==> src/shared/adcsr_pkg.sv <==
// Purpose: Constants for the converter support register bank
// Assumes: AXI4-Lite byte address is four times the register index
// Notes: Registers are 8 bits in the low lane except results (16 bits)
package adcsr_pkg;
   // Bus geometry
   localparam int ADDR_W = 12;
   localparam int DATA_W = 32;
   localparam int IDX_W = 10;
   localparam int IDX_LSB = 2;
   // Register indices (byte address = index * 4)
   localparam logic [IDX_W-1:0] IDX_CLOCK_GATE = 10'h016;
   localparam logic [IDX_W-1:0] IDX_PORT_CONTROL = 10'h366;
   localparam logic [IDX_W-1:0] IDX_ASSIST = 10'h3A2;
   localparam logic [IDX_W-1:0] IDX_RESULT_BASE = 10'h3C0;
   localparam logic [IDX_W-1:0] IDX_RESULT_LAST = 10'h3CE;
   localparam logic [IDX_W-1:0] IDX_CONTROL_2 = 10'h3D4;
   localparam logic [IDX_W-1:0] IDX_CONTROL_0 = 10'h3D6;
   localparam logic [IDX_W-1:0] IDX_PROTECTION = 10'h00A;
   localparam logic [IDX_W-1:0] IDX_P1_DATA = 10'h0E1;
   localparam logic [IDX_W-1:0] IDX_P1_DIR = 10'h0E3;
   localparam logic [IDX_W-1:0] IDX_STATUS = 10'h3D8;
   // Stored bit masks (unstored bits read zero)
   localparam logic [7:0] CLOCK_GATE_MASK = 8'h77;
   localparam logic [7:0] PORT_CONTROL_MASK = 8'hE9;
   localparam logic [7:0] ASSIST_MASK = 8'h30;
   localparam logic [7:0] PROTECT_MASK = 8'h01;
   // Reset values
   localparam logic [7:0] REG_RESET = 8'h00;
   // Field positions
   localparam int RTC_GATE_POS = 0;
   localparam int TIMER_GATE_POS = 1;
   localparam int SERIAL_GATE_POS = 2;
   localparam int CONV_GATE_POS = 4;
   localparam int CSIO_GATE_POS = 5;
   localparam int I2C_GATE_POS = 6;
   localparam int READ_SEL_POS = 0;
   localparam int KEY_HIGH_POS = 3;
   localparam int IRQ6_POS = 5;
   localparam int IRQ7_POS = 6;
   localparam int KEY_LOW_POS = 7;
   localparam int ASSIST_A_POS = 4;
   localparam int ASSIST_B_POS = 5;
   localparam int START_FLAG_POS = 6;
   localparam int PROTECT_POS = 0;
   localparam int STATUS_C2_POS = 0;
   // Result storage
   localparam int RESULT_W = 10;
   localparam int RESULT_REG_W = 16;
   localparam int SLOT_W = 3;
   localparam int SLOTS = 8;
   localparam int KEYS = 8;
   localparam int KEY_HALF = 4;
   // Analog pin groups reported by the conversion engine
   localparam logic [1:0] GROUP_PRIMARY = 2'h0;
   localparam logic [1:0] GROUP_ALTERNATE = 2'h1;
   localparam logic [1:0] GROUP_EXTENDED = 2'h2;
   localparam logic [SLOT_W-1:0] EXT_PIN_LAST = 3'h1;
   // Bus responses
   localparam logic [1:0] RESP_OKAY = 2'h0;
   localparam logic [1:0] RESP_SLVERR = 2'h2;
endpackage : adcsr_pkg
==> src/hw/adcsr_axil.sv <==
// Purpose: AXI4-Lite slave front end for the register bank
// Assumes: One write and one read under way at a time
// Notes: Write address and data are taken in either order
`timescale 1ns/1ps
module adcsr_axil (
   input wire logic core_clk,
   input wire logic rst_n,
   input wire logic ce,
   input wire logic [adcsr_pkg::ADDR_W-1:0] s_axi_awaddr,
   input wire logic s_axi_awvalid,
   output logic s_axi_awready,
   input wire logic [adcsr_pkg::DATA_W-1:0] s_axi_wdata,
   input wire logic [3:0] s_axi_wstrb,
   input wire logic s_axi_wvalid,
   output logic s_axi_wready,
   output logic [1:0] s_axi_bresp,
   output logic s_axi_bvalid,
   input wire logic s_axi_bready,
   input wire logic [adcsr_pkg::ADDR_W-1:0] s_axi_araddr,
   input wire logic s_axi_arvalid,
   output logic s_axi_arready,
   output logic [adcsr_pkg::DATA_W-1:0] s_axi_rdata,
   output logic [1:0] s_axi_rresp,
   output logic s_axi_rvalid,
   input wire logic s_axi_rready,
   output logic wr_en,
   output logic [adcsr_pkg::ADDR_W-1:0] wr_addr,
   output logic [adcsr_pkg::DATA_W-1:0] wr_data,
   output logic [3:0] wr_strb,
   input wire logic wr_hit,
   output logic rd_en,
   output logic [adcsr_pkg::ADDR_W-1:0] rd_addr,
   input wire logic [adcsr_pkg::DATA_W-1:0] rd_word,
   input wire logic rd_hit
);
   logic aw_full; // Address held
   logic w_full; // Data held
   logic rd_pend; // Read word settles this cycle
   wire aw_take = s_axi_awvalid && s_axi_awready;
   wire w_take = s_axi_wvalid && s_axi_wready;

   // Hold off new writes until the response is gone
   assign s_axi_awready = !aw_full && !s_axi_bvalid;
   assign s_axi_wready = !w_full && !s_axi_bvalid;
   assign wr_en = aw_full && w_full && !s_axi_bvalid;
   // Address accepted only when no read is in flight
   assign s_axi_arready = !rd_pend && !s_axi_rvalid;
   assign rd_en = s_axi_arvalid && s_axi_arready;

   // Write channel capture and response
   always_ff @(posedge core_clk) begin
      if (!rst_n) begin
         aw_full <= 1'b0;
         w_full <= 1'b0;
         wr_addr <= '0;
         wr_data <= '0;
         wr_strb <= '0;
         s_axi_bvalid <= 1'b0;
         s_axi_bresp <= adcsr_pkg::RESP_OKAY;
      end else if (ce) begin
         if (aw_take) begin
            aw_full <= 1'b1;
            wr_addr <= s_axi_awaddr;
         end
         if (w_take) begin
            w_full <= 1'b1;
            wr_data <= s_axi_wdata;
            wr_strb <= s_axi_wstrb;
         end
         if (wr_en) begin
            // Commit and answer in one step
            aw_full <= 1'b0;
            w_full <= 1'b0;
            s_axi_bvalid <= 1'b1;
            s_axi_bresp <= wr_hit ? adcsr_pkg::RESP_OKAY : adcsr_pkg::RESP_SLVERR;
         end else if (s_axi_bvalid && s_axi_bready) begin
            s_axi_bvalid <= 1'b0;
         end
      end
   end

   // Read channel: address, one settle cycle, then data
   always_ff @(posedge core_clk) begin
      if (!rst_n) begin
         rd_pend <= 1'b0;
         rd_addr <= '0;
         s_axi_rvalid <= 1'b0;
         s_axi_rdata <= '0;
         s_axi_rresp <= adcsr_pkg::RESP_OKAY;
      end else if (ce) begin
         rd_pend <= rd_en;
         if (rd_en) begin
            rd_addr <= s_axi_araddr;
         end
         if (rd_pend) begin
            // Memory data is registered, so sample it a cycle late
            s_axi_rvalid <= 1'b1;
            s_axi_rdata <= rd_hit ? rd_word : '0;
            s_axi_rresp <= rd_hit ? adcsr_pkg::RESP_OKAY : adcsr_pkg::RESP_SLVERR;
         end else if (s_axi_rvalid && s_axi_rready) begin
            s_axi_rvalid <= 1'b0;
         end
      end
   end
endmodule : adcsr_axil

==> src/hw/adcsr_result_mem.sv <==
// Purpose: Eight-slot conversion result store
// Assumes: One write and one read port, registered read data
// Notes: Array has no reset; contents are undefined until written
`timescale 1ns/1ps
module adcsr_result_mem (
   input wire logic core_clk,
   input wire logic rst_n,
   input wire logic ce,
   input wire logic wr_en,
   input wire logic [adcsr_pkg::SLOT_W-1:0] wr_slot,
   input wire logic [adcsr_pkg::RESULT_REG_W-1:0] wr_data,
   input wire logic rd_en,
   input wire logic [adcsr_pkg::SLOT_W-1:0] rd_slot,
   output logic [adcsr_pkg::RESULT_REG_W-1:0] rd_data
);
   // Storage array, left unreset to stay a plain memory
   logic [adcsr_pkg::RESULT_REG_W-1:0] mem [adcsr_pkg::SLOTS];

   // Write port
   always_ff @(posedge core_clk) begin
      if (ce && wr_en) begin
         mem[wr_slot] <= wr_data;
      end
   end

   // Registered read port
   always_ff @(posedge core_clk) begin
      if (!rst_n) begin
         rd_data <= '0;
      end else if (ce && rd_en) begin
         rd_data <= mem[rd_slot];
      end
   end
endmodule : adcsr_result_mem

==> src/hw/adcsr_top.sv <==
// Purpose: Converter support registers: clock gating, port control, assist, results
// Assumes: Conversion engine, trigger and divider live outside this block
// Notes: Registers reached over AXI4-Lite, one aligned word per register
// Operation
// - Gate bit 0 supplies f1, 1 stops
// - Gate bits b3, b7 unstored, write zero
// - Port read: pins/latch, or latch only
// - Key and irq enables: 0 on, 1 off
// - Port control b2-b1, b4 unstored
// - Pin i of any group fills slot i
// - Control 2 write mid-conversion spoils result
// - Start flag: write 1 starts, 0 stops
//
// Chosen here: the AXI4-Lite register port.
`timescale 1ns/1ps
module adcsr_top (
   input wire logic core_clk,
   input wire logic rst_n,
   input wire logic ce,
   input wire logic [adcsr_pkg::ADDR_W-1:0] s_axi_awaddr,
   input wire logic s_axi_awvalid,
   output logic s_axi_awready,
   input wire logic [adcsr_pkg::DATA_W-1:0] s_axi_wdata,
   input wire logic [3:0] s_axi_wstrb,
   input wire logic s_axi_wvalid,
   output logic s_axi_wready,
   output logic [1:0] s_axi_bresp,
   output logic s_axi_bvalid,
   input wire logic s_axi_bready,
   input wire logic [adcsr_pkg::ADDR_W-1:0] s_axi_araddr,
   input wire logic s_axi_arvalid,
   output logic s_axi_arready,
   output logic [adcsr_pkg::DATA_W-1:0] s_axi_rdata,
   output logic [1:0] s_axi_rresp,
   output logic s_axi_rvalid,
   input wire logic s_axi_rready,
   output logic rtc_clock_gate_bit,
   output logic timer_clock_gate_bit,
   output logic serial_port_clock_gate_bit,
   output logic converter_clock_gate_bit,
   output logic clocked_serial_clock_gate_bit,
   output logic multimaster_bus_clock_gate_bit,
   output logic read_select_control,
   input wire logic [7:0] p1_pin,
   output logic [7:0] p1_latch,
   output logic [7:0] p1_dir,
   input wire logic [adcsr_pkg::KEYS-1:0] key_input,
   input wire logic external_irq_6,
   input wire logic external_irq_7,
   output logic [adcsr_pkg::KEYS-1:0] key_input_gated,
   output logic external_irq_6_gated,
   output logic external_irq_7_gated,
   output logic assist_enable_a,
   output logic assist_enable_b,
   output logic [7:0] converter_control_0,
   output logic [7:0] converter_control_2,
   output logic conversion_start_flag,
   input wire logic conv_busy,
   input wire logic conv_stop,
   input wire logic result_valid,
   input wire logic [1:0] result_group,
   input wire logic [adcsr_pkg::SLOT_W-1:0] result_pin,
   input wire logic [adcsr_pkg::RESULT_W-1:0] result_data
);
   // Register index match, shared by read and write decode
   function automatic logic idx_is(input logic [adcsr_pkg::ADDR_W-1:0] addr,
                                   input logic [adcsr_pkg::IDX_W-1:0] idx);
      idx_is = (addr[adcsr_pkg::ADDR_W-1:adcsr_pkg::IDX_LSB] == idx);
   endfunction : idx_is

   // Result word match: even index inside the result window only
   function automatic logic idx_result(input logic [adcsr_pkg::ADDR_W-1:0] addr);
      logic [adcsr_pkg::IDX_W-1:0] i;
      i = addr[adcsr_pkg::ADDR_W-1:adcsr_pkg::IDX_LSB];
      idx_result = (i >= adcsr_pkg::IDX_RESULT_BASE) && (i <= adcsr_pkg::IDX_RESULT_LAST) && !i[0];
   endfunction : idx_result

   // Bus side wires
   logic wr_en; // Write commit pulse
   logic [adcsr_pkg::ADDR_W-1:0] wr_addr; // Held write address
   logic [adcsr_pkg::DATA_W-1:0] wr_data; // Held write data
   logic [3:0] wr_strb; // Held byte enables
   logic wr_hit; // Write lands on a mapped register
   logic rd_en; // Read address taken
   logic [adcsr_pkg::ADDR_W-1:0] rd_addr; // Held read address
   logic [adcsr_pkg::DATA_W-1:0] rd_word; // Read mux output
   logic rd_hit; // Read lands on a mapped register
   logic [adcsr_pkg::RESULT_REG_W-1:0] mem_rd; // Registered result word

   // Stored registers
   logic [7:0] clock_gate; // Peripheral clock gating
   logic [7:0] port_control; // Port read and input enables
   logic [7:0] open_circuit_assist; // Assist enables
   logic [7:0] protection; // Write protection
   logic status_c2_spoiled; // Control 2 written mid-conversion

   // Byte write only when lane 0 is enabled
   wire lane0 = wr_en && wr_strb[0];
   wire [7:0] wbyte = wr_data[7:0];

   // Write decode per register
   wire w_gate = lane0 && idx_is(wr_addr, adcsr_pkg::IDX_CLOCK_GATE);
   wire w_pcr = lane0 && idx_is(wr_addr, adcsr_pkg::IDX_PORT_CONTROL);
   wire w_assist = lane0 && idx_is(wr_addr, adcsr_pkg::IDX_ASSIST);
   wire w_prot = lane0 && idx_is(wr_addr, adcsr_pkg::IDX_PROTECTION);
   wire w_p1d = lane0 && idx_is(wr_addr, adcsr_pkg::IDX_P1_DATA);
   wire w_p1r = lane0 && idx_is(wr_addr, adcsr_pkg::IDX_P1_DIR);
   wire w_c0 = lane0 && idx_is(wr_addr, adcsr_pkg::IDX_CONTROL_0);
   wire w_c2 = lane0 && idx_is(wr_addr, adcsr_pkg::IDX_CONTROL_2);
   wire w_stat = lane0 && idx_is(wr_addr, adcsr_pkg::IDX_STATUS);

   // Gate write allowed only with protect bit set
   wire gate_unlocked = protection[adcsr_pkg::PROTECT_POS];

   // Results are read-only but writes to them still answer OKAY
   assign wr_hit = idx_is(wr_addr, adcsr_pkg::IDX_CLOCK_GATE) || idx_is(wr_addr, adcsr_pkg::IDX_PORT_CONTROL)
                   || idx_is(wr_addr, adcsr_pkg::IDX_ASSIST) || idx_is(wr_addr, adcsr_pkg::IDX_PROTECTION)
                   || idx_is(wr_addr, adcsr_pkg::IDX_P1_DATA) || idx_is(wr_addr, adcsr_pkg::IDX_P1_DIR)
                   || idx_is(wr_addr, adcsr_pkg::IDX_CONTROL_0) || idx_is(wr_addr, adcsr_pkg::IDX_CONTROL_2)
                   || idx_is(wr_addr, adcsr_pkg::IDX_STATUS) || idx_result(wr_addr);

   // Bus slave
   adcsr_axil u_axil (
      .core_clk(core_clk),
      .rst_n(rst_n),
      .ce(ce),
      .s_axi_awaddr(s_axi_awaddr),
      .s_axi_awvalid(s_axi_awvalid),
      .s_axi_awready(s_axi_awready),
      .s_axi_wdata(s_axi_wdata),
      .s_axi_wstrb(s_axi_wstrb),
      .s_axi_wvalid(s_axi_wvalid),
      .s_axi_wready(s_axi_wready),
      .s_axi_bresp(s_axi_bresp),
      .s_axi_bvalid(s_axi_bvalid),
      .s_axi_bready(s_axi_bready),
      .s_axi_araddr(s_axi_araddr),
      .s_axi_arvalid(s_axi_arvalid),
      .s_axi_arready(s_axi_arready),
      .s_axi_rdata(s_axi_rdata),
      .s_axi_rresp(s_axi_rresp),
      .s_axi_rvalid(s_axi_rvalid),
      .s_axi_rready(s_axi_rready),
      .wr_en(wr_en),
      .wr_addr(wr_addr),
      .wr_data(wr_data),
      .wr_strb(wr_strb),
      .wr_hit(wr_hit),
      .rd_en(rd_en),
      .rd_addr(rd_addr),
      .rd_word(rd_word),
      .rd_hit(rd_hit)
   );

   // Result slot from pin: same index in every group, extended has two pins
   wire res_ok = result_valid && ((result_group == adcsr_pkg::GROUP_PRIMARY)
                 || (result_group == adcsr_pkg::GROUP_ALTERNATE)
                 || ((result_group == adcsr_pkg::GROUP_EXTENDED) && (result_pin <= adcsr_pkg::EXT_PIN_LAST)));
   wire [adcsr_pkg::RESULT_REG_W-1:0] res_word = {{(adcsr_pkg::RESULT_REG_W - adcsr_pkg::RESULT_W){1'b0}},
                                                  result_data};
   // Memory read slot straight from the incoming address
   wire [adcsr_pkg::SLOT_W-1:0] rd_slot = s_axi_araddr[adcsr_pkg::IDX_LSB+adcsr_pkg::SLOT_W:adcsr_pkg::IDX_LSB+1];

   // Result store, one whole 16-bit word per slot
   adcsr_result_mem u_mem (
      .core_clk(core_clk),
      .rst_n(rst_n),
      .ce(ce),
      .wr_en(res_ok),
      .wr_slot(result_pin),
      .wr_data(res_word),
      .rd_en(rd_en),
      .rd_slot(rd_slot),
      .rd_data(mem_rd)
   );

   // Clock gating register, unstored bits never kept
   always_ff @(posedge core_clk) begin
      if (!rst_n) begin
         clock_gate <= adcsr_pkg::REG_RESET;
      end else if (ce && w_gate && gate_unlocked) begin
         clock_gate <= wbyte & adcsr_pkg::CLOCK_GATE_MASK;
      end
   end

   // Protection register
   always_ff @(posedge core_clk) begin
      if (!rst_n) begin
         protection <= adcsr_pkg::REG_RESET;
      end else if (ce && w_prot) begin
         protection <= wbyte & adcsr_pkg::PROTECT_MASK;
      end
   end

   // Port control register
   always_ff @(posedge core_clk) begin
      if (!rst_n) begin
         port_control <= adcsr_pkg::REG_RESET;
      end else if (ce && w_pcr) begin
         port_control <= wbyte & adcsr_pkg::PORT_CONTROL_MASK;
      end
   end

   // Assist register; software waits a converter clock before starting
   always_ff @(posedge core_clk) begin
      if (!rst_n) begin
         open_circuit_assist <= adcsr_pkg::REG_RESET;
      end else if (ce && w_assist) begin
         open_circuit_assist <= wbyte & adcsr_pkg::ASSIST_MASK;
      end
   end

   // Port P1 latch and direction
   always_ff @(posedge core_clk) begin
      if (!rst_n) begin
         p1_latch <= adcsr_pkg::REG_RESET;
         p1_dir <= adcsr_pkg::REG_RESET;
      end else if (ce) begin
         if (w_p1d) begin
            p1_latch <= wbyte;
         end
         if (w_p1r) begin
            p1_dir <= wbyte;
         end
      end
   end

   // Control 0 with start flag; software write beats engine stop
   always_ff @(posedge core_clk) begin
      if (!rst_n) begin
         converter_control_0 <= adcsr_pkg::REG_RESET;
      end else if (ce) begin
         if (w_c0) begin
            converter_control_0 <= wbyte;
         end else if (conv_stop) begin
            converter_control_0[adcsr_pkg::START_FLAG_POS] <= 1'b0;
         end
      end
   end

   // Control 2 store; its fields belong to the engine
   always_ff @(posedge core_clk) begin
      if (!rst_n) begin
         converter_control_2 <= adcsr_pkg::REG_RESET;
      end else if (ce && w_c2) begin
         converter_control_2 <= wbyte;
      end
   end

   // Spoiled-result flag; a new spoil wins over a clear in the same cycle
   always_ff @(posedge core_clk) begin
      if (!rst_n) begin
         status_c2_spoiled <= 1'b0;
      end else if (ce) begin
         if (w_c2 && conv_busy) begin
            status_c2_spoiled <= 1'b1;
         end else if (w_stat && wbyte[adcsr_pkg::STATUS_C2_POS]) begin
            status_c2_spoiled <= 1'b0;
         end
      end
   end

   // Input gating: enable bit 0 passes, 1 blocks
   // Analog use needs the key group blocked first; software's duty
   always_ff @(posedge core_clk) begin
      if (!rst_n) begin
         key_input_gated <= '0;
         external_irq_6_gated <= 1'b0;
         external_irq_7_gated <= 1'b0;
      end else if (ce) begin
         key_input_gated[adcsr_pkg::KEY_HALF-1:0] <= key_input[adcsr_pkg::KEY_HALF-1:0]
            & {adcsr_pkg::KEY_HALF{!port_control[adcsr_pkg::KEY_LOW_POS]}};
         key_input_gated[adcsr_pkg::KEYS-1:adcsr_pkg::KEY_HALF] <= key_input[adcsr_pkg::KEYS-1:adcsr_pkg::KEY_HALF]
            & {adcsr_pkg::KEY_HALF{!port_control[adcsr_pkg::KEY_HIGH_POS]}};
         external_irq_6_gated <= external_irq_6 && !port_control[adcsr_pkg::IRQ6_POS];
         external_irq_7_gated <= external_irq_7 && !port_control[adcsr_pkg::IRQ7_POS];
      end
   end

   // Gate outputs straight from flops; 1 withholds f1
   assign rtc_clock_gate_bit = clock_gate[adcsr_pkg::RTC_GATE_POS];
   assign timer_clock_gate_bit = clock_gate[adcsr_pkg::TIMER_GATE_POS];
   assign serial_port_clock_gate_bit = clock_gate[adcsr_pkg::SERIAL_GATE_POS];
   assign converter_clock_gate_bit = clock_gate[adcsr_pkg::CONV_GATE_POS];
   assign clocked_serial_clock_gate_bit = clock_gate[adcsr_pkg::CSIO_GATE_POS];
   assign multimaster_bus_clock_gate_bit = clock_gate[adcsr_pkg::I2C_GATE_POS];
   assign read_select_control = port_control[adcsr_pkg::READ_SEL_POS];
   assign assist_enable_a = open_circuit_assist[adcsr_pkg::ASSIST_A_POS];
   assign assist_enable_b = open_circuit_assist[adcsr_pkg::ASSIST_B_POS];
   assign conversion_start_flag = converter_control_0[adcsr_pkg::START_FLAG_POS];

   // Port read: inputs show pins unless latch-only read is selected
   wire [7:0] p1_read = read_select_control ? p1_latch
                        : ((p1_dir & p1_latch) | (~p1_dir & p1_pin));

   // Read hits, from the held read address
   wire r_gate = idx_is(rd_addr, adcsr_pkg::IDX_CLOCK_GATE);
   wire r_pcr = idx_is(rd_addr, adcsr_pkg::IDX_PORT_CONTROL);
   wire r_assist = idx_is(rd_addr, adcsr_pkg::IDX_ASSIST);
   wire r_prot = idx_is(rd_addr, adcsr_pkg::IDX_PROTECTION);
   wire r_p1d = idx_is(rd_addr, adcsr_pkg::IDX_P1_DATA);
   wire r_p1r = idx_is(rd_addr, adcsr_pkg::IDX_P1_DIR);
   wire r_c0 = idx_is(rd_addr, adcsr_pkg::IDX_CONTROL_0);
   wire r_c2 = idx_is(rd_addr, adcsr_pkg::IDX_CONTROL_2);
   wire r_stat = idx_is(rd_addr, adcsr_pkg::IDX_STATUS);
   // Odd result indices are the high byte halves: refused, whole word only
   wire r_res = idx_result(rd_addr);

   assign rd_hit = r_gate || r_pcr || r_assist || r_prot || r_p1d || r_p1r || r_c0 || r_c2 || r_stat || r_res;

   // Read byte selection; unstored bits already zero
   wire [7:0] rd_byte = r_gate ? clock_gate
                      : r_pcr ? port_control
                      : r_assist ? open_circuit_assist
                      : r_prot ? protection
                      : r_p1d ? p1_read
                      : r_p1r ? p1_dir
                      : r_c0 ? converter_control_0
                      : r_c2 ? converter_control_2
                      : r_stat ? {7'h00, status_c2_spoiled}
                      : 8'h00;

   // Upper bits zero; results give all 16 bits in one word
   assign rd_word = r_res ? {16'h0000, mem_rd} : {24'h000000, rd_byte};
endmodule : adcsr_top

==> config.mk <==
export PLATFORM = sky130hd
export DESIGN_NAME = adcsr_top
export DESIGN_NICKNAME = d
export VERILOG_FILES = /design/src/shared/adcsr_pkg.sv /design/src/hw/adcsr_axil.sv /design/src/hw/adcsr_result_mem.sv /design/src/hw/adcsr_top.sv
export SDC_FILE = /design/constraint.sdc
export NUM_CORES = 1
export LEC_CHECK = 0
export BUFFER_PORTS_ARGS = -buffer_cell sky130_fd_sc_hd__buf_2
export CAP_MARGIN = 20
export CORE_ASPECT_RATIO = 2
export CORE_MARGIN = 2
export CORE_UTILIZATION = 40
export DETAILED_ROUTE_END_ITERATION = 8
export SLEW_MARGIN = 20
export SYNTH_ARGS = -nofsm -noshare
export SYNTH_HDL_FRONTEND = slang
export SYNTH_HIERARCHICAL = 1
export SYNTH_SLANG_ARGS = --single-unit
==> constraint.sdc <==
create_clock -name core_clk -period 2.2 [get_ports core_clk]
set_input_delay 0.33 -clock core_clk [delete_from_list [all_inputs] [get_ports core_clk]]
set_output_delay 0.33 -clock core_clk [all_outputs]
set_load 0.05 [all_outputs]
### Yosys cells after proc, flatten, opt, wreduce, memory -nomap -nowiden

Memories as Yosys holds them, arrays and structs flattened. A register that Yosys moved wholly into a read port is not among the register bits.
Cells that the tools add are included.
Widths: inputs -> output; s select.

* order comparisons: 5
* bitwise operators: 6
* reduce and logical (&&, ||, !) cells: 91
* equality and inequality tests: 20
* multiplexer cells: 28

Operators with widths (number)
* $eq 10x10->1 const B: 10
* $mux 8: 9
* $eq 10x8->1 const B: 4
* $logic_and 1x1->1: 38
* $mux 16: 2
* $reduce_and 2->1: 14
* $eq 10x4->1 const B: 2
* $eq 10x5->1 const B: 2
* $ge 10x10->1 const B: 2
* $le 10x10->1 const B: 2
* $logic_or 1x1->1: 20
* $and 8x8->8: 2
* $mux 1: 15
* $logic_not 1->1: 12
* $reduce_bool 2->1: 6
* $and 4x4->4: 2
* $not 8->8: 1
* $or 8x8->8: 1
* $mux 2: 2
* $le 3x1->1 const B: 1
* $eq 2x1->1 const B: 1
* $eq 2x2->1 const B: 1
* $logic_not 2->1: 1

* RAM bits: 80
* input bits: 104
* memories: 1
* output and inout port bits: 93
* bits in registers: 147
* word-level logic and storage cells: 177

Memories
* u_mem.mem: depth 8, bits a word 10, rd ports 1, clocked after Yosys merged registers in 1, wr ports 1, RTL line adcsr_result_mem.sv:17 `logic [adcsr_pkg::RESULT_REG_W-1:0] mem [adcsr_pkg::SLOTS];`

### Logic depth before layout (Yosys ltp)

Gate-level depths: netlist of the first run.

* depth in word-level cells: 12
* depth in mapped cells: 9
* depth with buffers taken out: 7

### Modules after synthesis

Netlist of the first run, hierarchy kept.

By module, submodules not included
* adcsr_result_mem: area an instance 5526.6 µm², seq. area each 4164.0 µm², times used 1, cells each 324
* adcsr_axil: area an instance 4182.8 µm², seq. area each 1981.9 µm², times used 1, cells each 448
* adcsr_top: area an instance 3193.1 µm², seq. area each 1141.1 µm², times used 1, cells each 375

### Least setup slack after synthesis of the first run

No wires, ideal clock.

* path type: input to register
* start: in result_group[0]
* end: mem u_mem/mem[0][0] (netlist bit) (enable)
* data required time: 1.791 ns
* setup slack: -0.170 ns
* data arrival time: 1.960 ns
* buffers on the path: 0
* stages: 4
* library setup time: 0.409 ns
* cell sequence: o31ai_1 > and2_1 > nand3b_1 > nor3_1

* word-level cells in the longest chain between the ends: 7
* elaborated cells between the ends (all ways): 10
* classes of those cells: eq/ne: 2; mux: 2; reduce/logical: 6

RTL lines
* start: declaration: RTL line adcsr_top.sv:61 `input wire logic [1:0] result_group,`
* $eq 2x1->1, or another cell as far along: RTL line adcsr_top.sv:157 `|| (result_group == adcsr_pkg::GROUP_ALTERNATE)`
* $logic_or 1x1->1 / $logic_and 1x1->1 (equally long branches): RTL line adcsr_top.sv:157, adcsr_top.sv:158
* $logic_or 1x1->1 (*): RTL line adcsr_top.sv:158 `|| ((result_group == adcsr_pkg::GROUP_EXTENDED) && (result_pin <= adcsr_pkg::EXT_PIN_LAST)));`
* $logic_and 1x1->1 (*): RTL line adcsr_top.sv:156 `wire res_ok = result_valid && ((result_group == adcsr_pkg::GROUP_PRIMARY)`
* net res_ok: RTL line adcsr_top.sv:156
* $logic_and 1x1->1 (*): RTL line adcsr_result_mem.sv:21 `if (ce && wr_en) begin`
* $mux 1 (*): RTL line adcsr_result_mem.sv:21
* $mux 1 (implied by the code) (*): RTL line adcsr_result_mem.sv:22 `mem[wr_slot] <= wr_data;`
* end: declaration: RTL line adcsr_result_mem.sv:17

Mark *: on every way through the listed nets, which the timed path passes. The rest lies on a longest branch.

### Final worst setup path of the first run

* start: reg u_axil/rd_addr[2] (netlist bit)
* end: reg u_axil/s_axi_rdata[11] (netlist bit)

* word-level cells in the longest chain between the ends: 11
* elaborated cells between the ends (all ways): 25
* classes of those cells: order compare: 2; eq/ne: 9; mux: 2; reduce/logical: 12

RTL lines
* start: declaration: RTL line adcsr_axil.sv:32 `output logic [adcsr_pkg::ADDR_W-1:0] rd_addr,`
* start signal: assignment: RTL line adcsr_axil.sv:93 `rd_addr <= s_axi_araddr;`
* $eq 10x5->1 / $eq 10x10->1 (equally long branches): RTL line adcsr_top.sv:68 `idx_is = (addr[adcsr_pkg::ADDR_W-1:adcsr_pkg::IDX_LSB] == idx);`
* $logic_or 1x1->1 (8 in a row): RTL line adcsr_top.sv:309 `assign rd_hit = r_gate || r_pcr || r_assist || r_prot || r_p1d || r_p1r || r_c0 || r_c2 || r_stat || r_res;`
* $logic_or 1x1->1 (*): RTL line adcsr_top.sv:309
* net rd_hit: RTL line adcsr_top.sv:87 `logic rd_hit;`
* $mux 16 (*): RTL line adcsr_axil.sv:98 `s_axi_rdata <= rd_hit ? rd_word : '0;`
* end signal: assignment: RTL line adcsr_axil.sv:98
* end: declaration: RTL line adcsr_axil.sv:22 `output logic [adcsr_pkg::DATA_W-1:0] s_axi_rdata,`

Marked as above.
A chain may end at the register's enable or synchronous reset.

==> flow_metrics.py, run 1 <==
metrics = {
    "outcome": {
        "outcome": "completed",
    },
    "power_and_ir_drop": {
        "net-switching-power_mw": 2.412,
        "ir_drop_uv": 514.1,
        "share_seq_of_total_power_pct": 50.5,
        "power.total_mw": 10.70,
        "pwr-share-comb_pct": 7.0,
        "swShare_pct": 22.53,
        "p_per_area_nw_per_um2": 735.4,
        "clkPwrFrac_pct": 42.5,
        "p_int_mw": 8.293,
        "p_leak_nw": 5.817,
    },
    "critical_path": {
        "worstSetupEndpointType": "flop",
        "critPathTopFamily": "simple AND/OR/NAND/NOR gates",
        "worst-setup-path-type": "reg2reg",
        "cpMostUsedCell": "buf_4",
        "r2r_start": "u_axil/rd_addr[2]",
        "r2r.worst_path.cells": 9,
        "crit_chain": "buf_4 -> nand3b_1 -> or2_2 -> buf_4 -> o311ai_4 -> buf_4 -> buf_12 -> nand4_1 -> a21oi_2",
        "worstPathArrival_ps": 2590,
        "worst-path-max-fanout": 9,
        "cpPeakStageDelay_ps": 370,
        "reg2reg_setup_slack_ps": 80,
        "worst_setup_path_start_kind": "flop",
        "path_buf_inv": 4,
        "slowest_stage": "or2_2",
        "critPathRequiredTime_ps": 2670,
        "r2r-end": "u_axil/s_axi_rdata[11]",
    },
    "clock_network": {
        "clockBufferDepth": 3,
        "postCtsHoldBufs": 0,
        "cts-root-buf": "clkbuf_16",
        "cts_tree": "built",
        "cts_sinks": 269,
        "clk_pin_slew_ps": 70,
        "clock_latency_ps": 540,
        "cts_max_level": 1,
        "cts_buffers": 24,
    },
    "min_path": {
        "holdPathEnd": "key_input_gated[6]",
        "hold_start": "key_input[6]",
        "hold_class": "in2reg",
        "hold_depth": 3,
    },
    "sta": {
        "setup_violations": 0,
        "fin_skew_ps": 7.351,
        "drv_slew": 0,
        "tightest_slew_ps": 750.5,
        "post-route-period-util_pct": 96.37,
        "rsz0062_at_grt": "false",
        "hold_violations": 0,
        "hold-worst-slack_ps": 23.36,
        "fmax_mhz": 471.7,
        "fin_ws_ps": 79.88,
        "relSlewSlack_pct": 49.85,
        "period_needed_ps": 2120,
    },
    "synth": {
        "synthCells": 1020,
        "yosys_warnings": 6,
        "syn_avg_cell_area_um2": 11.48,
        "synth.cell_area_um2": 11710,
    },
    "global_routing": {
        "grt_usage_pct": 19.67,
        "grt_pass1_wl_mm": 47.08,
        "grt_pass1_vias": 8486,
        "antenna_found_initial": 0,
        "overflow": 0,
        "grt_max_degree": 70,
    },
    "place": {
        "io_buffer_count": 163,
        "finalWeightedCongestion": 0.9203,
        "dp_hpwl_mm": 22.49,
        "dp_slack_ps": -115.2,
    },
    "floorplan": {
        "ios": 197,
        "die_w_um": 125.0,
        "rows": 88,
        "start_util_pct": 40.59,
        "die_area_um2": 30740,
        "coreArea_um2": 28850,
        "die_y_um": 246.0,
    },
    "final_layout": {
        "syn_to_final_growth_pct": 24.31,
        "diodes": 0,
        "drive_above_1_share_pct": 28.76,
        "fin_nets": 1383,
        "fillCellCount": 2656,
        "final_core_util_pct": 50.46,
    },
    "route": {
        "ant_nets": 0,
        "wl_mm": 31.29,
        "drt_first_pass_iters": 4,
        "drc": 0,
        "via_count": 8470,
        "viasPerCell": 5.112,
        "routedWlPerCell_um": 18.89,
        "drtIter0Drc": 389,
    },
    "flow_run": {
        "cap_violations": 0,
    },
}
## worst reg2reg max path: cells and delay by family (launching register included)
kind            cells  cell delay, ps
compound gates      2             420
buf+inv             4             590
flops               1             310
simple gates        3             740
## flip-flops by register name, indices dropped and copies added (netlist names), 2 cells and up
signal	count
p1_dir	8
u_mem/rd_data	16
clock_gate	6
p1_latch	8
open_circuit_assist	2
u_axil/wr_data	8
u_axil/wr_addr	10
port_control	5
u_axil/rd_addr	10
u_axil/s_axi_rdata	32
converter_control_0	8
key_input_gated	8
converter_control_2	8
u_mem/mem	128
## through the flow
step | cells | setup TNS, ps | instance area [um2]
after floorplan | 1084 | 0 | 11970
after global placement | 1604 | -554.1 | 13460
after detailed placement | 1604 | -1066 | 13460
after CTS | 1650 | -23.95 | 14400
after global routing | 1657 | 0 | 14560
final | 1657 | 0 | 14560
## final cells by class
class	instances	area, um2	area share (%)
Multi-Input combinational cell	725	4927	33.85
Sequential cell	269	6669	45.81
Tap cell	360	450.4	3.094
Inverter	10	37.54	0.2579
Clock inverter	16	219.0	1.504
Clock buffer	28	636.9	4.375
Timing Repair Buffer	249	1617	11.11
## worst max-delay path by stage
stage,start,endpoint,slack [ps],depth (start not counted)
2_1_floorplan,u_axil/rd_addr[7],u_axil/s_axi_rdata[2],4,9
3_3_place_gp,u_axil/rd_addr[2],u_axil/s_axi_rdata[0],-120,9
3_5_place_dp,u_axil/rd_addr[2],u_axil/s_axi_rdata[0],-120,8
4_1_cts,u_axil/rd_addr[8],u_axil/s_axi_rdata[0],-20,10
5_1_grt,u_axil/rd_addr[2],u_axil/s_axi_rdata[7],3,9
6_report,u_axil/rd_addr[2],u_axil/s_axi_rdata[11],80,9
## placed cells by master, fill, tap and decap left out, types with 34 or more instances in the layout
master,instances
buf_4,74
dfxtp_1,139
a21bo_2,34
conb_1,66
mux2i_1,147
nor2_1,94
edfxtp_1,128
buf_2,162
a21oi_1,69
nand4_1,35
nand2_1,73
a22oi_1,37
## power groups by stage
| stage | clock (mW) | combinational, mW | sequential, mW |
|---|---|---|---|
| final | 4.55 | 0.751 | 5.41 |
| after CTS | 4.66 | 0.748 | 5.40 |
| after floorplan | 0 | 0.461 | 5.54 |
| after global placement | 0 | 0.732 | 5.51 |
| after global routing | 4.84 | 0.823 | 5.41 |
| after detailed placement | 0 | 0.740 | 5.51 |
## what timing repair did
action / 4_1_cts / 5_1_grt
cloned: 2 / 1
gates resized for setup: 13 / 23
setup buffers: 0 / 6
endpoints found under the setup margin: 17 / 21
pin swaps: 6 / 14
## layer usage
| metal | wire length [um] | part of all wire, % | global-route usage, % |
|---|---|---|---|
| met1 | 10950 | 35 | 19.19 |
| met2 | 17890 | 57 | 39.61 |
| met3 | 945 | 3.0 | 2.280 |
| met4 | 1513 | 4.8 | 10.10 |
| met5 | 0 | 0 | 0 |
No activity file was read; power rests on OpenSTA's default activity.
==> inputs of run 2 (changes only) <==
--- a/config.mk
+++ b/config.mk
@@ -5,12 +5,12 @@
 export SDC_FILE = /design/constraint.sdc
 export NUM_CORES = 1
 export LEC_CHECK = 0
-export BUFFER_PORTS_ARGS = -buffer_cell sky130_fd_sc_hd__buf_2
 export CAP_MARGIN = 20
 export CORE_ASPECT_RATIO = 2
 export CORE_MARGIN = 2
 export CORE_UTILIZATION = 40
 export DETAILED_ROUTE_END_ITERATION = 8
+export DONT_BUFFER_PORTS = 1
 export SLEW_MARGIN = 20
 export SYNTH_ARGS = -nofsm -noshare
 export SYNTH_HDL_FRONTEND = slang
==> flow_metrics.py, run 2 (synthesis results as in run 1) <==
metrics = {
    "global_routing": {
        "grt_pass1_vias": 8611,
        "antenna_found_initial": 1,
        "grt_max_degree": 97,
        "overflow": 0,
        "grt_pass1_wl_mm": 49.43,
        "grt_usage_pct": 20.65,
    },
    "clock_network": {
        "clock_latency_ps": 540,
        "clockBufferDepth": 3,
        "clk_pin_slew_ps": 70,
        "cts_sinks": 269,
        "cts-root-buf": "clkbuf_16",
        "cts_tree": "built",
        "cts_buffers": 24,
        "cts_max_level": 1,
    },
    "final_layout": {
        "fin_nets": 1320,
        "largestRegisters": "u_mem/mem x128, u_axil/s_axi_rdata x32, u_mem/rd_data x16",
        "layout_commonest_cell": "mux2i_1",
        "top_register": "u_mem/mem",
        "layout_common_cells": "146 x mux2i_1, 138 x dfxtp_1, 128 x edfxtp_1, 111 x buf_4, 95 x nor2_1",
        "largest_register_ffs": 128,
        "final_core_util_pct": 50.29,
        "drive_above_1_share_pct": 19.45,
        "syn_to_final_growth_pct": 23.88,
    },
    "min_path": {
        "hold_class": "in2reg",
    },
    "power_and_ir_drop": {
        "swShare_pct": 22.75,
        "clkPwrFrac_pct": 41.5,
        "pwr-share-comb_pct": 6.3,
        "net-switching-power_mw": 2.377,
        "p_leak_nw": 5.446,
        "ir_drop_uv": 455.1,
        "p_int_mw": 8.072,
        "p_per_area_nw_per_um2": 720.3,
        "share_seq_of_total_power_pct": 52.1,
    },
    "route": {
        "wl_mm": 32.30,
        "routedWlPerCell_um": 20.25,
        "viasPerCell": 5.240,
        "via_count": 8358,
        "drtIter0Drc": 414,
        "drt_first_pass_iters": 5,
        "ant_nets": 0,
        "drc": 0,
    },
    "outcome": {
        "outcome": "finished with violations",
        "violations": "negative setup slack",
    },
    "floorplan": {
        "coreArea_um2": 28850,
        "rows": 88,
        "die_w_um": 125.0,
        "start_util_pct": 40.59,
        "die_y_um": 246.0,
        "ios": 197,
        "die_area_um2": 30740,
    },
    "sta": {
        "setup_tns_ps": -22.25,
        "drv_slew": 0,
        "fin_ws_ps": -22.25,
        "fin_skew_ps": 18.43,
        "fmax_mhz": 450.0,
        "relSlewSlack_pct": 56.46,
        "rsz0062_at_grt": "true",
        "tightest_slew_ps": 653.0,
        "post-route-period-util_pct": 101.0,
        "period_needed_ps": 2222,
        "hold_violations": 0,
        "setup_violations": 1,
    },
    "critical_path": {
        "worstPathArrival_ps": 2690,
        "worst-path-max-fanout": 5,
        "worstSetupEndpointType": "flop",
        "worst_setup_path_start_kind": "flop",
        "worst-setup-path-type": "reg2reg",
        "critPathRequiredTime_ps": 2670,
    },
    "place": {
        "finalWeightedCongestion": 0.9105,
        "dp_hpwl_mm": 21.88,
        "io_buffer_count": 0,
    },
    "flow_run": {
        "cap_violations": 0,
    },
}
-- run 2: cell count changes in the layout (fill, tap and decap cells not counted), moves of 3 or more --
cell           before  now
a2bb2oi_2           0    3
clkinv_1            1    5
buf_4              74  111
buf_2             162    0
dlygate4sd3_1       0   68
a2bb2oi_1           3    0
clkinvlp_4          1    6
clkinv_2            6    1
buf_12             10    1
-- run 2: worst paths after layout --
check                    startpoint                    end  slack [ps]  depth (start not counted)
setup / recovery  u_axil/rd_addr[2]  u_axil/s_axi_rdata[0]         -20                         10
hold / removal                   ce     key_input_gated[4]          70                          3
setup reg to reg  u_axil/rd_addr[2]  u_axil/s_axi_rdata[0]         -20                         10
hold reg to reg   u_axil/rd_addr[2]      u_axil/rd_addr[2]         490                          2
-- run 2: area by class of cell --
cell class              instances  area (um2)
well taps                     360       450.4
inverters                      10       37.54
clock buffers                  28       636.9
flip-flops and latches        269        6670
clock inverters                16       168.9
repair buffers                186        1632
multi-input cells             725        4908
fillers                      2614       14340
diodes                          1       2.502
-- run 2: routing by layer --
metal | global-route usage (%) | routed length (um) | vias up
li1 | - | - | 4043
met1 | 20.01 | 10990 | 4056
met2 | 41.43 | 18480 | 193
met3 | 3.214 | 1278 | 66
met4 | 10.00 | 1551 | 0
met5 | 0 | 0 | -
-- run 2: through the flow --
stage	power, mW	cell area, um2	hold slack [ps]	instances	setup WS, ps
after floorplan	5.999	11970	428.9	1084	4.197
after CTS	10.57	14390	0.8019	1592	-60.25
after detailed placement	6.061	12830	429.4	1479	-293.8
after global routing	10.81	14510	41.88	1595	-106.5
final	10.45	14510	65.25	1595	-22.25
after global placement	6.054	12830	429.5	1479	-239.5
-- run 2: repair_timing --
item,in CTS,in global routing
hold buffers,69,0
buffers inserted,0,2
resized for setup,11,21
endpoints found under the setup margin,16,33
hold endpoints to repair,143,0
gates cloned,0,2
pin swaps,1,22
-- run 2: power groups by stage --
stage	Clock [mW]	Combinational, mW	Sequential (mW)
finish	4.34	0.663	5.45
global route	4.63	0.725	5.45
CTS	4.47	0.655	5.44
detailed placement	0	0.505	5.56
global placement	0	0.500	5.55
floorplan	0	0.461	5.54
-- run 2: worst max-delay path, cell delays in order, from the launching register on --
cell and delay, ps:
dfxtp_2 340, buf_6 110, nand4b_1 300, buf_4 240, nor3_4 200, buf_6 160, a22o_1 140, o221ai_1 120
a21oi_2 260, nand4_1 130, a21oi_1 170
